$ cat src/ppi_pkg.sv
// Constants and carrier types for the printer port host interface.
// Assumes a single 40 MHz clock domain and host pins sampled synchronously.
package ppi_pkg;

  // Register offsets on the host address bits.
  localparam logic [2:0] PPI_OFS_DATA  = 3'h0;
  localparam logic [2:0] PPI_OFS_STAT  = 3'h1;
  localparam logic [2:0] PPI_OFS_CTRL  = 3'h2;
  localparam logic [2:0] PPI_OFS_IOSEL = 3'h3;
  localparam logic [2:0] PPI_OFS_EVST  = 3'h4;
  localparam logic [2:0] PPI_OFS_EVMSK = 3'h5;

  // Patterns written to the I/O select register.
  localparam logic [7:0] PPI_IOSEL_IN  = 8'hAA;
  localparam logic [7:0] PPI_IOSEL_OUT = 8'h55;

  // Event bit positions in the event status and mask registers.
  localparam int PPI_EV_DONE  = 0;
  localparam int PPI_EV_FAULT = 1;
  localparam int PPI_EV_PAPER = 2;
  localparam int PPI_EV_W     = 3;

  // Status register bit positions.
  localparam int PPI_ST_PEND   = 2;
  localparam int PPI_ST_FAULT  = 3;
  localparam int PPI_ST_ONLINE = 4;
  localparam int PPI_ST_PAPER  = 5;
  localparam int PPI_ST_DONE   = 6;

  // Reset values.
  localparam logic [7:0] PPI_RST_CTRL  = 8'h00;
  localparam logic [7:0] PPI_RST_DATA  = 8'h00;
  localparam logic       PPI_RST_DIR   = 1'b0;

  // Printer control register; a set drive bit pulls its open-drain pin low.
  typedef struct packed {
    logic [1:0] spare;
    logic       dir_in;
    logic       irq_en;
    logic       choose;
    logic       setup;
    logic       spare0;
    logic       strobe;
  } ppi_ctrl_s;

  // Sampled printer status inputs.
  typedef struct packed {
    logic done_n;
    logic fault_n;
    logic paper_out;
    logic online;
  } ppi_pstat_s;

endpackage

$ cat src/ppi_printer_port.sv
// Printer port and its host CPU register interface.
// Assumes host strobes, address and printer inputs are synchronous to mclk.
// Function
// - Follow mode: irq tracks printer done
// - Latched mode: irq released after read end
// - Irq pin floats until enable bit set
// - Read fall drives selected register to host
// - Write strobe stores host data into register
// - Output mode holds written byte on pins
// - Read active flag high during host read
// - Reset loads fixed values into all registers; host bus enable and read flag still follow the strobes
// - Choose pin open-drain, level read back
// - Direction from I/O select or control
// - Strobe pin marks valid printer data
`timescale 1ns/1ps

module ppi_printer_port (
  // Clock and reset.
  input  wire logic                   mclk,
  input  wire logic                   rst_n,
  // Host CPU bus.
  input  wire logic [2:0]             host_addr_bits,
  input  wire logic                   printer_port_select_n,
  input  wire logic                   host_read_strobe_n,
  input  wire logic                   host_write_strobe_n,
  input  wire logic [7:0]             host_data_in,
  output logic      [7:0]             host_data_out,
  output logic                        host_data_oe_n,
  output logic                        read_active_flag,
  // Printer data port.
  input  wire logic [7:0]             printer_data_in,
  output logic      [7:0]             printer_data_out,
  output logic                        printer_data_oe_n,
  // Open-drain printer handshake pins.
  input  wire logic                   strobe_in_n,
  output logic                        strobe_out_n,
  output logic                        strobe_oe_n,
  input  wire logic                   setup_in_n,
  output logic                        setup_out_n,
  output logic                        setup_oe_n,
  input  wire logic                   choose_in_n,
  output logic                        printer_choose_out_n,
  output logic                        choose_oe_n,
  // Printer status inputs.
  input  wire ppi_pkg::ppi_pstat_s    pstat,
  // Mode straps.
  input  wire logic                   printer_irq_mode_sel,
  input  wire logic                   direction_source_select,
  // Interrupts.
  output logic                        printer_irq_n,
  output logic                        printer_irq_oe_n,
  output logic                        event_irq
);
  import ppi_pkg::*;

  ppi_ctrl_s             ctrl, next_ctrl;
  logic [7:0]            data_latch, next_data_latch;
  logic                  iosel_dir, next_iosel_dir;
  logic [PPI_EV_W-1:0]   ev_status, next_ev_status;
  logic [PPI_EV_W-1:0]   ev_mask, next_ev_mask;
  logic                  irq_latched, next_irq_latched;
  logic                  irq_q, next_irq_q;
  logic [7:0]            rdata, next_rdata;
  logic                  rd_prev, wr_prev, rd_sel_prev;
  ppi_pstat_s            pstat_prev;

  logic                  sel, rd_sel, rd_fall, wr_fall, rd_end;
  logic                  dir_in;
  logic [7:0]            rd_mux;
  logic [PPI_EV_W-1:0]   ev_hit;

  // Chip select gates every host access.
  assign sel     = ~printer_port_select_n;
  assign rd_sel  = sel & ~host_read_strobe_n;
  assign rd_fall = rd_prev & ~host_read_strobe_n & sel;
  assign wr_fall = wr_prev & ~host_write_strobe_n & sel;
  assign rd_end  = rd_sel_prev & host_read_strobe_n;

  // Pin-selected or software-selected port direction.
  assign dir_in = direction_source_select ? ctrl.dir_in : iosel_dir;

  assign ev_hit[PPI_EV_DONE]  = pstat_prev.done_n & ~pstat.done_n;
  assign ev_hit[PPI_EV_FAULT] = pstat_prev.fault_n & ~pstat.fault_n;
  assign ev_hit[PPI_EV_PAPER] = ~pstat_prev.paper_out & pstat.paper_out;

  always_comb begin
    rd_mux = 8'h00;
    unique case (host_addr_bits)
      PPI_OFS_DATA:  rd_mux = dir_in ? printer_data_in : data_latch;
      PPI_OFS_STAT: begin
        rd_mux[PPI_ST_PEND]   = irq_latched;
        rd_mux[PPI_ST_FAULT]  = pstat.fault_n;
        rd_mux[PPI_ST_ONLINE] = pstat.online;
        rd_mux[PPI_ST_PAPER]  = pstat.paper_out;
        rd_mux[PPI_ST_DONE]   = pstat.done_n;
      end
      PPI_OFS_CTRL:  rd_mux = {2'h0, dir_in, ctrl.irq_en, choose_in_n, setup_in_n, 1'b0,
                              strobe_in_n};
      PPI_OFS_IOSEL: rd_mux = {7'h00, dir_in};
      PPI_OFS_EVST:  rd_mux = {5'h00, ev_status};
      PPI_OFS_EVMSK: rd_mux = {5'h00, ev_mask};
      default:       rd_mux = 8'h00;
    endcase
  end

  always_comb begin
    next_ctrl        = ctrl;
    next_data_latch  = data_latch;
    next_iosel_dir   = iosel_dir;
    next_ev_mask     = ev_mask;
    next_rdata       = rdata;
    next_ev_status   = ev_status;
    next_irq_latched = irq_latched;
    if (rd_fall) begin
      next_rdata = rd_mux;
    end
    if (wr_fall) begin
      unique case (host_addr_bits)
        PPI_OFS_DATA:  next_data_latch = host_data_in;
        PPI_OFS_CTRL:  next_ctrl = ppi_ctrl_s'(host_data_in);
        PPI_OFS_IOSEL: begin
          if (host_data_in == PPI_IOSEL_IN) begin
            next_iosel_dir = 1'b1;
          end else if (host_data_in == PPI_IOSEL_OUT) begin
            next_iosel_dir = 1'b0;
          end
        end
        PPI_OFS_EVST:  next_ev_status = ev_status & ~host_data_in[PPI_EV_W-1:0];
        PPI_OFS_EVMSK: next_ev_mask = host_data_in[PPI_EV_W-1:0];
        default: ;
      endcase
    end
    // A new event wins over a clear in the same cycle.
    next_ev_status = next_ev_status | ev_hit;
    // Latched printer interrupt: set by done falling, freed at read end.
    if (rd_end) begin
      next_irq_latched = 1'b0;
    end
    if (printer_irq_mode_sel && ev_hit[PPI_EV_DONE]) begin
      next_irq_latched = 1'b1;
    end
    if (!printer_irq_mode_sel) begin
      next_irq_latched = 1'b0;
    end
    // Follow mode copies the done level; latched mode shows the latch.
    next_irq_q = printer_irq_mode_sel ? next_irq_latched : ~pstat.done_n;
  end

  // All state clears to constants while reset is held.
  always_ff @(posedge mclk or negedge rst_n) begin
    if (!rst_n) begin
      ctrl        <= ppi_ctrl_s'(PPI_RST_CTRL);
      data_latch  <= PPI_RST_DATA;
      iosel_dir   <= PPI_RST_DIR;
      ev_status   <= '0;
      ev_mask     <= '0;
      irq_latched <= 1'b0;
      irq_q       <= 1'b0;
      rdata       <= 8'h00;
      rd_prev     <= 1'b1;
      wr_prev     <= 1'b1;
      rd_sel_prev <= 1'b0;
      pstat_prev  <= '{done_n: 1'b1, fault_n: 1'b1, paper_out: 1'b0, online: 1'b1};
    end else begin
      ctrl        <= next_ctrl;
      data_latch  <= next_data_latch;
      iosel_dir   <= next_iosel_dir;
      ev_status   <= next_ev_status;
      ev_mask     <= next_ev_mask;
      irq_latched <= next_irq_latched;
      irq_q       <= next_irq_q;
      rdata       <= next_rdata;
      rd_prev     <= host_read_strobe_n;
      wr_prev     <= host_write_strobe_n;
      rd_sel_prev <= rd_sel;
      pstat_prev  <= pstat;
    end
  end

  // Host bus and read flag; the enable is combinational so the bus frees at once.
  assign host_data_out    = rdata;
  assign host_data_oe_n   = ~rd_sel;
  assign read_active_flag = rd_sel;

  // Printer data port drives the held byte only in output mode.
  assign printer_data_out  = data_latch;
  assign printer_data_oe_n = dir_in;

  // Open-drain pins only ever pull low, so the output value is a constant 0.
  assign strobe_out_n         = 1'b0;
  assign strobe_oe_n          = ~ctrl.strobe;
  assign setup_out_n          = 1'b0;
  assign setup_oe_n           = ~ctrl.setup;
  assign printer_choose_out_n = 1'b0;
  assign choose_oe_n          = ~ctrl.choose;

  // Printer interrupt floats until enabled.
  assign printer_irq_n    = ~irq_q;
  assign printer_irq_oe_n = ~ctrl.irq_en;

  assign event_irq = |(ev_status & ev_mask);
endmodule

$ cat config.mk
export PLATFORM = sky130hd
export DESIGN_NAME = ppi_printer_port
export DESIGN_NICKNAME = d
export VERILOG_FILES = /design/src/ppi_pkg.sv /design/src/ppi_printer_port.sv
export SDC_FILE = /design/constraint.sdc
export NUM_CORES = 1
export LEC_CHECK = 0
export BUFFER_PORTS_ARGS = -buffer_cell sky130_fd_sc_hd__buf_2
export CAP_MARGIN = 20
export CORE_MARGIN = 2
export CORE_UTILIZATION = 48
export DETAILED_ROUTE_END_ITERATION = 12
export GPL_TIMING_DRIVEN = 0
export PLACE_DENSITY = 0.77
export SYNTH_ARGS = -nofsm -noshare
export SYNTH_HDL_FRONTEND = slang
export SYNTH_SLANG_ARGS = --single-unit
export TNS_END_PERCENT = 100
$ cat constraint.sdc
create_clock -name mclk -period 2.3 [get_ports mclk]
set_clock_uncertainty 0.2 [all_clocks]
set_input_delay 0 -clock mclk [delete_from_list [all_inputs] [get_ports mclk]]
set_output_delay 0 -clock mclk [all_outputs]
set_load 0.01 [all_outputs]
==> impl_results.md <==
- Status: completed
- Initial core utilization: between 40 and 50%
- Worst skew pair latency: roughly 0.29 ns
- TritonCTS buffer count: 5
- Drt wl/cell: 14.36 µm
- Initial drt markers: 64
- CTS max path bufs: 2
- Post-synth top area share: between 40 and 50%
- R2R Path Start: wr_prev$_DFF_PN1_
- Placed Cells: 271
- CP Cell Sequence: dlygate4sd3_1 > buf_2 > nor3_2 > dlygate4sd3_1 > nand3_1 > o21ai_0
- Worst setup margin: between 0.2 and 0.3 ns
- CTS tree: yes
- Worst Path Buf+Inv: 3
- Via/cell ratio: around 5.1
- Die Y: roughly 65 µm
- Max-cap violation count: 0
- Setup TNS: 0 ns
- Fin. max-slew vios: 0
- Final Util: a little over two thirds
- Setup crit start: host_addr_bits[0]
- Final setup fails: 0
- Worst Max-Slew Pin Slew: a little under 0.8 ns
- Most Frequent Cell on Critical Path: dlygate4sd3_1
- Num Clock Sinks: 36
- Data arrival, critical path: approximately 2.0 ns
- Worst setup EP type: register
- Yosys cell types: 39
- P&R area growth vs syn: 40.15%
- Final Critical Period: approximately 2 ns
- Buffers on Ports: between 50 and 60
- Largest cells by area after synthesis: dfrtp_1, mux2_2, dfstp_2
- Num ports: 61
- Crit path launch type: input pin
- Setup CP Type: in -> reg
- Detailed-route wire length: 4.423 mm
- Core Area: roughly 3600 µm²
- Commonest non-fill, non-tap cell in the layout: buf_2
- GRT Residual Overflow: 0
- HP Start: setup_in_n
- Total number of vias: roughly 1.6k
- Synth warn: 0
- Highest clock rate: between 400 and 500 MHz
- 1st-pass router iterations: 5
- Worst-path clk slew: 0.07 ns
- Largest delay share family, worst path: buffers and inverters
- Nets: between 200 and 300
- Postcts setup bufs: 0
- Placement Setup Slack: between 0.2 and 0.3 ns
- Num rows: 22
- RD Place Congestion: 0.8663
- DPL Wire Length: around 3.1 mm
- Cell area after synthesis: ~1800 µm²
- Pleak: 1.243 nW
- Most frequent cells in the layout: buf_2, dfrtp_1, dlygate4sd3_1
- DRT antenna net count: 0
- H-tree levels: 2
- Synth area leader: dfrtp_1
- VDD IR max: ~0.4 mV
- Clock Tree Root: clkbuf_8
- Die W: approximately 65 µm
- Post-Syn Instances: 164
- DRC: 0
- Final Hold Fails: 0
- Die area: ~4300 µm²
- Post-synthesis sequential area ratio: ~50%
- Number of synthesized register bits: 36
- Layout cells sized above 1: a little under two fifths
- Antenna violations before repair: 0
- Slowest cell on crit path: dlygate4sd3_1
- PwrDens: about 630 nW/µm²
- Worst EP required: 2.31 ns
- Worst slew margin: around half
- First-pass GRT wire length: approximately 7.4 mm
- Vias in the first global route: approximately 1.6k
- Mean Syn Cell Area: 11.00 µm²
- Final Cycle Share: slightly below 90%
- RSZ-0062 raised after global routing: no
- GRT Total Usage: a little under a quarter
- HP Class: in -> reg
- Critical Path Fanout Max: 9
- Ant diodes: 0
- Largest net degree at the start of global routing: 37
- Worst path max stage delay: between 0.6 and 0.7 ns
- Post-Layout Cell Count: 308
==> layout make-up <==
class / instances / area, µm²
fill: 281 / 1105
sequential: 36 / 905.9
multi-input combinational: 106 / 794.5
timing repair buffer: 86 / 575.6
clock buffer: 7 / 76.32
tap: 48 / 60.06
buffer: 10 / 58.81
inverter: 14 / 52.55
clock inverter: 1 / 5.005
==> power by group <==
group          total [mW]  internal (mW)  switching [mW]  leakage (nW)
clock               0.429          0.212           0.216        0.0422
combinational       0.406          0.216           0.190         0.758
sequential          0.766          0.716          0.0496         0.443
total                1.60           1.14           0.456          1.24
==> tightest hold or removal path, cell delays in order <==
cell	delay, ns
buf_2	0.08
nand3b_1	0.07
a21oi_1	0.13
a211oi_1	0.06
o21ai_0	0.12
==> repair_timing <==
item,CTS,global route
resized for setup,0,0
endpoints found under the hold margin,68,0
hold buffers,29,0
==> Yosys cell counts <==
cell type	instances
nand2b_1	3
or3_1	2
a211oi_1	2
buf_4	3
nand3b_1	4
dfstp_2	4
o22ai_1	2
nand4_1	3
nor4b_1	3
nand2_2	1
nand3_1	1
mux2_2	18
buf_6	1
a221oi_1	2
mux2i_1	4
dfrtp_1	32
clkbuf_1	4
nor3_2	1
nor3b_1	2
a21oi_1	6
a21boi_0	1
a222oi_1	1
a2bb2oi_1	2
o21a_1	2
nor2_1	4
or3b_2	1
and3b_1	1
nor3_1	1
buf_2	2
or3b_1	1
a21o_1	1
nand2_1	12
conb_1	1
nor2b_1	4
inv_1	14
mux2_4	5
a22o_1	2
a31oi_1	1
o21ai_0	10
==> logic make-up after synthesis <==
family	count (synthesis)	synth area share, %
and+or+nand+nor	44	14.35
DFF	36	50.21
AOI/OAI and AO/OA	32	11.44
muxes	27	17.61
buffers and inverters	24	6.172
other	1	0.2078
==> sequential cells by signal, indices dropped and copies added, names as in the netlist <==
name / flops
irq_q: 1
rd_sel_prev: 1
pstat_prev: 3
ev_mask: 3
ev_status: 3
irq_latched: 1
ctrl: 5
host_data_out: 8
rd_prev: 1
wr_prev: 1
printer_data_out: 8
iosel_dir: 1
==> path summary, 6_finish.rpt <==
| kind | cells past startpoint | end | slack, ns |
|---|---|---|---|
| setup / recovery | 6 | host_data_out[7]$_DFFE_PN0P_ | 0.26 |
| hold / removal | 5 | host_data_out[2]$_DFFE_PN0P_ | 0.01 |
| setup reg to reg | 4 | ctrl[4]$_DFFE_PN0P_ | 0.26 |
| hold reg to reg | 2 | host_data_out[2]$_DFFE_PN0P_ | 0.28 |
| max in group asynchronous | 2 | printer_data_out[4]$_DFFE_PN0P_ | 1.29 |
| min in group asynchronous | 2 | ctrl[0]$_DFFE_PN0P_ | 0.12 |
==> layer usage <==
metal | share of wire (%) | wire [µm] | up-vias | track usage [%]
met1 | 44 | 1951 | 740 | 30.00
li1 | - | - | 764 | -
met3 | 5.2 | 228 | 7 | 4.110
met4 | 1.8 | 78 | 0 | 8.333
met5 | 0 | 0 | - | 0
met2 | 49 | 2164 | 55 | 38.90
==> through the flow <==
stage | total power, mW | hold WS, ns | area (µm²)
after detailed placement | 1.144 | -0.06954 | 2157
after floorplan | 0.9795 | -0.4956 | 1812
final | 1.601 | 0.01446 | 2529
after CTS | 1.606 | 0.01960 | 2529
after global placement | 1.136 | -0.06945 | 2157
after global routing | 1.693 | 0.06037 | 2529
Power figures use the tool's default switching activity.
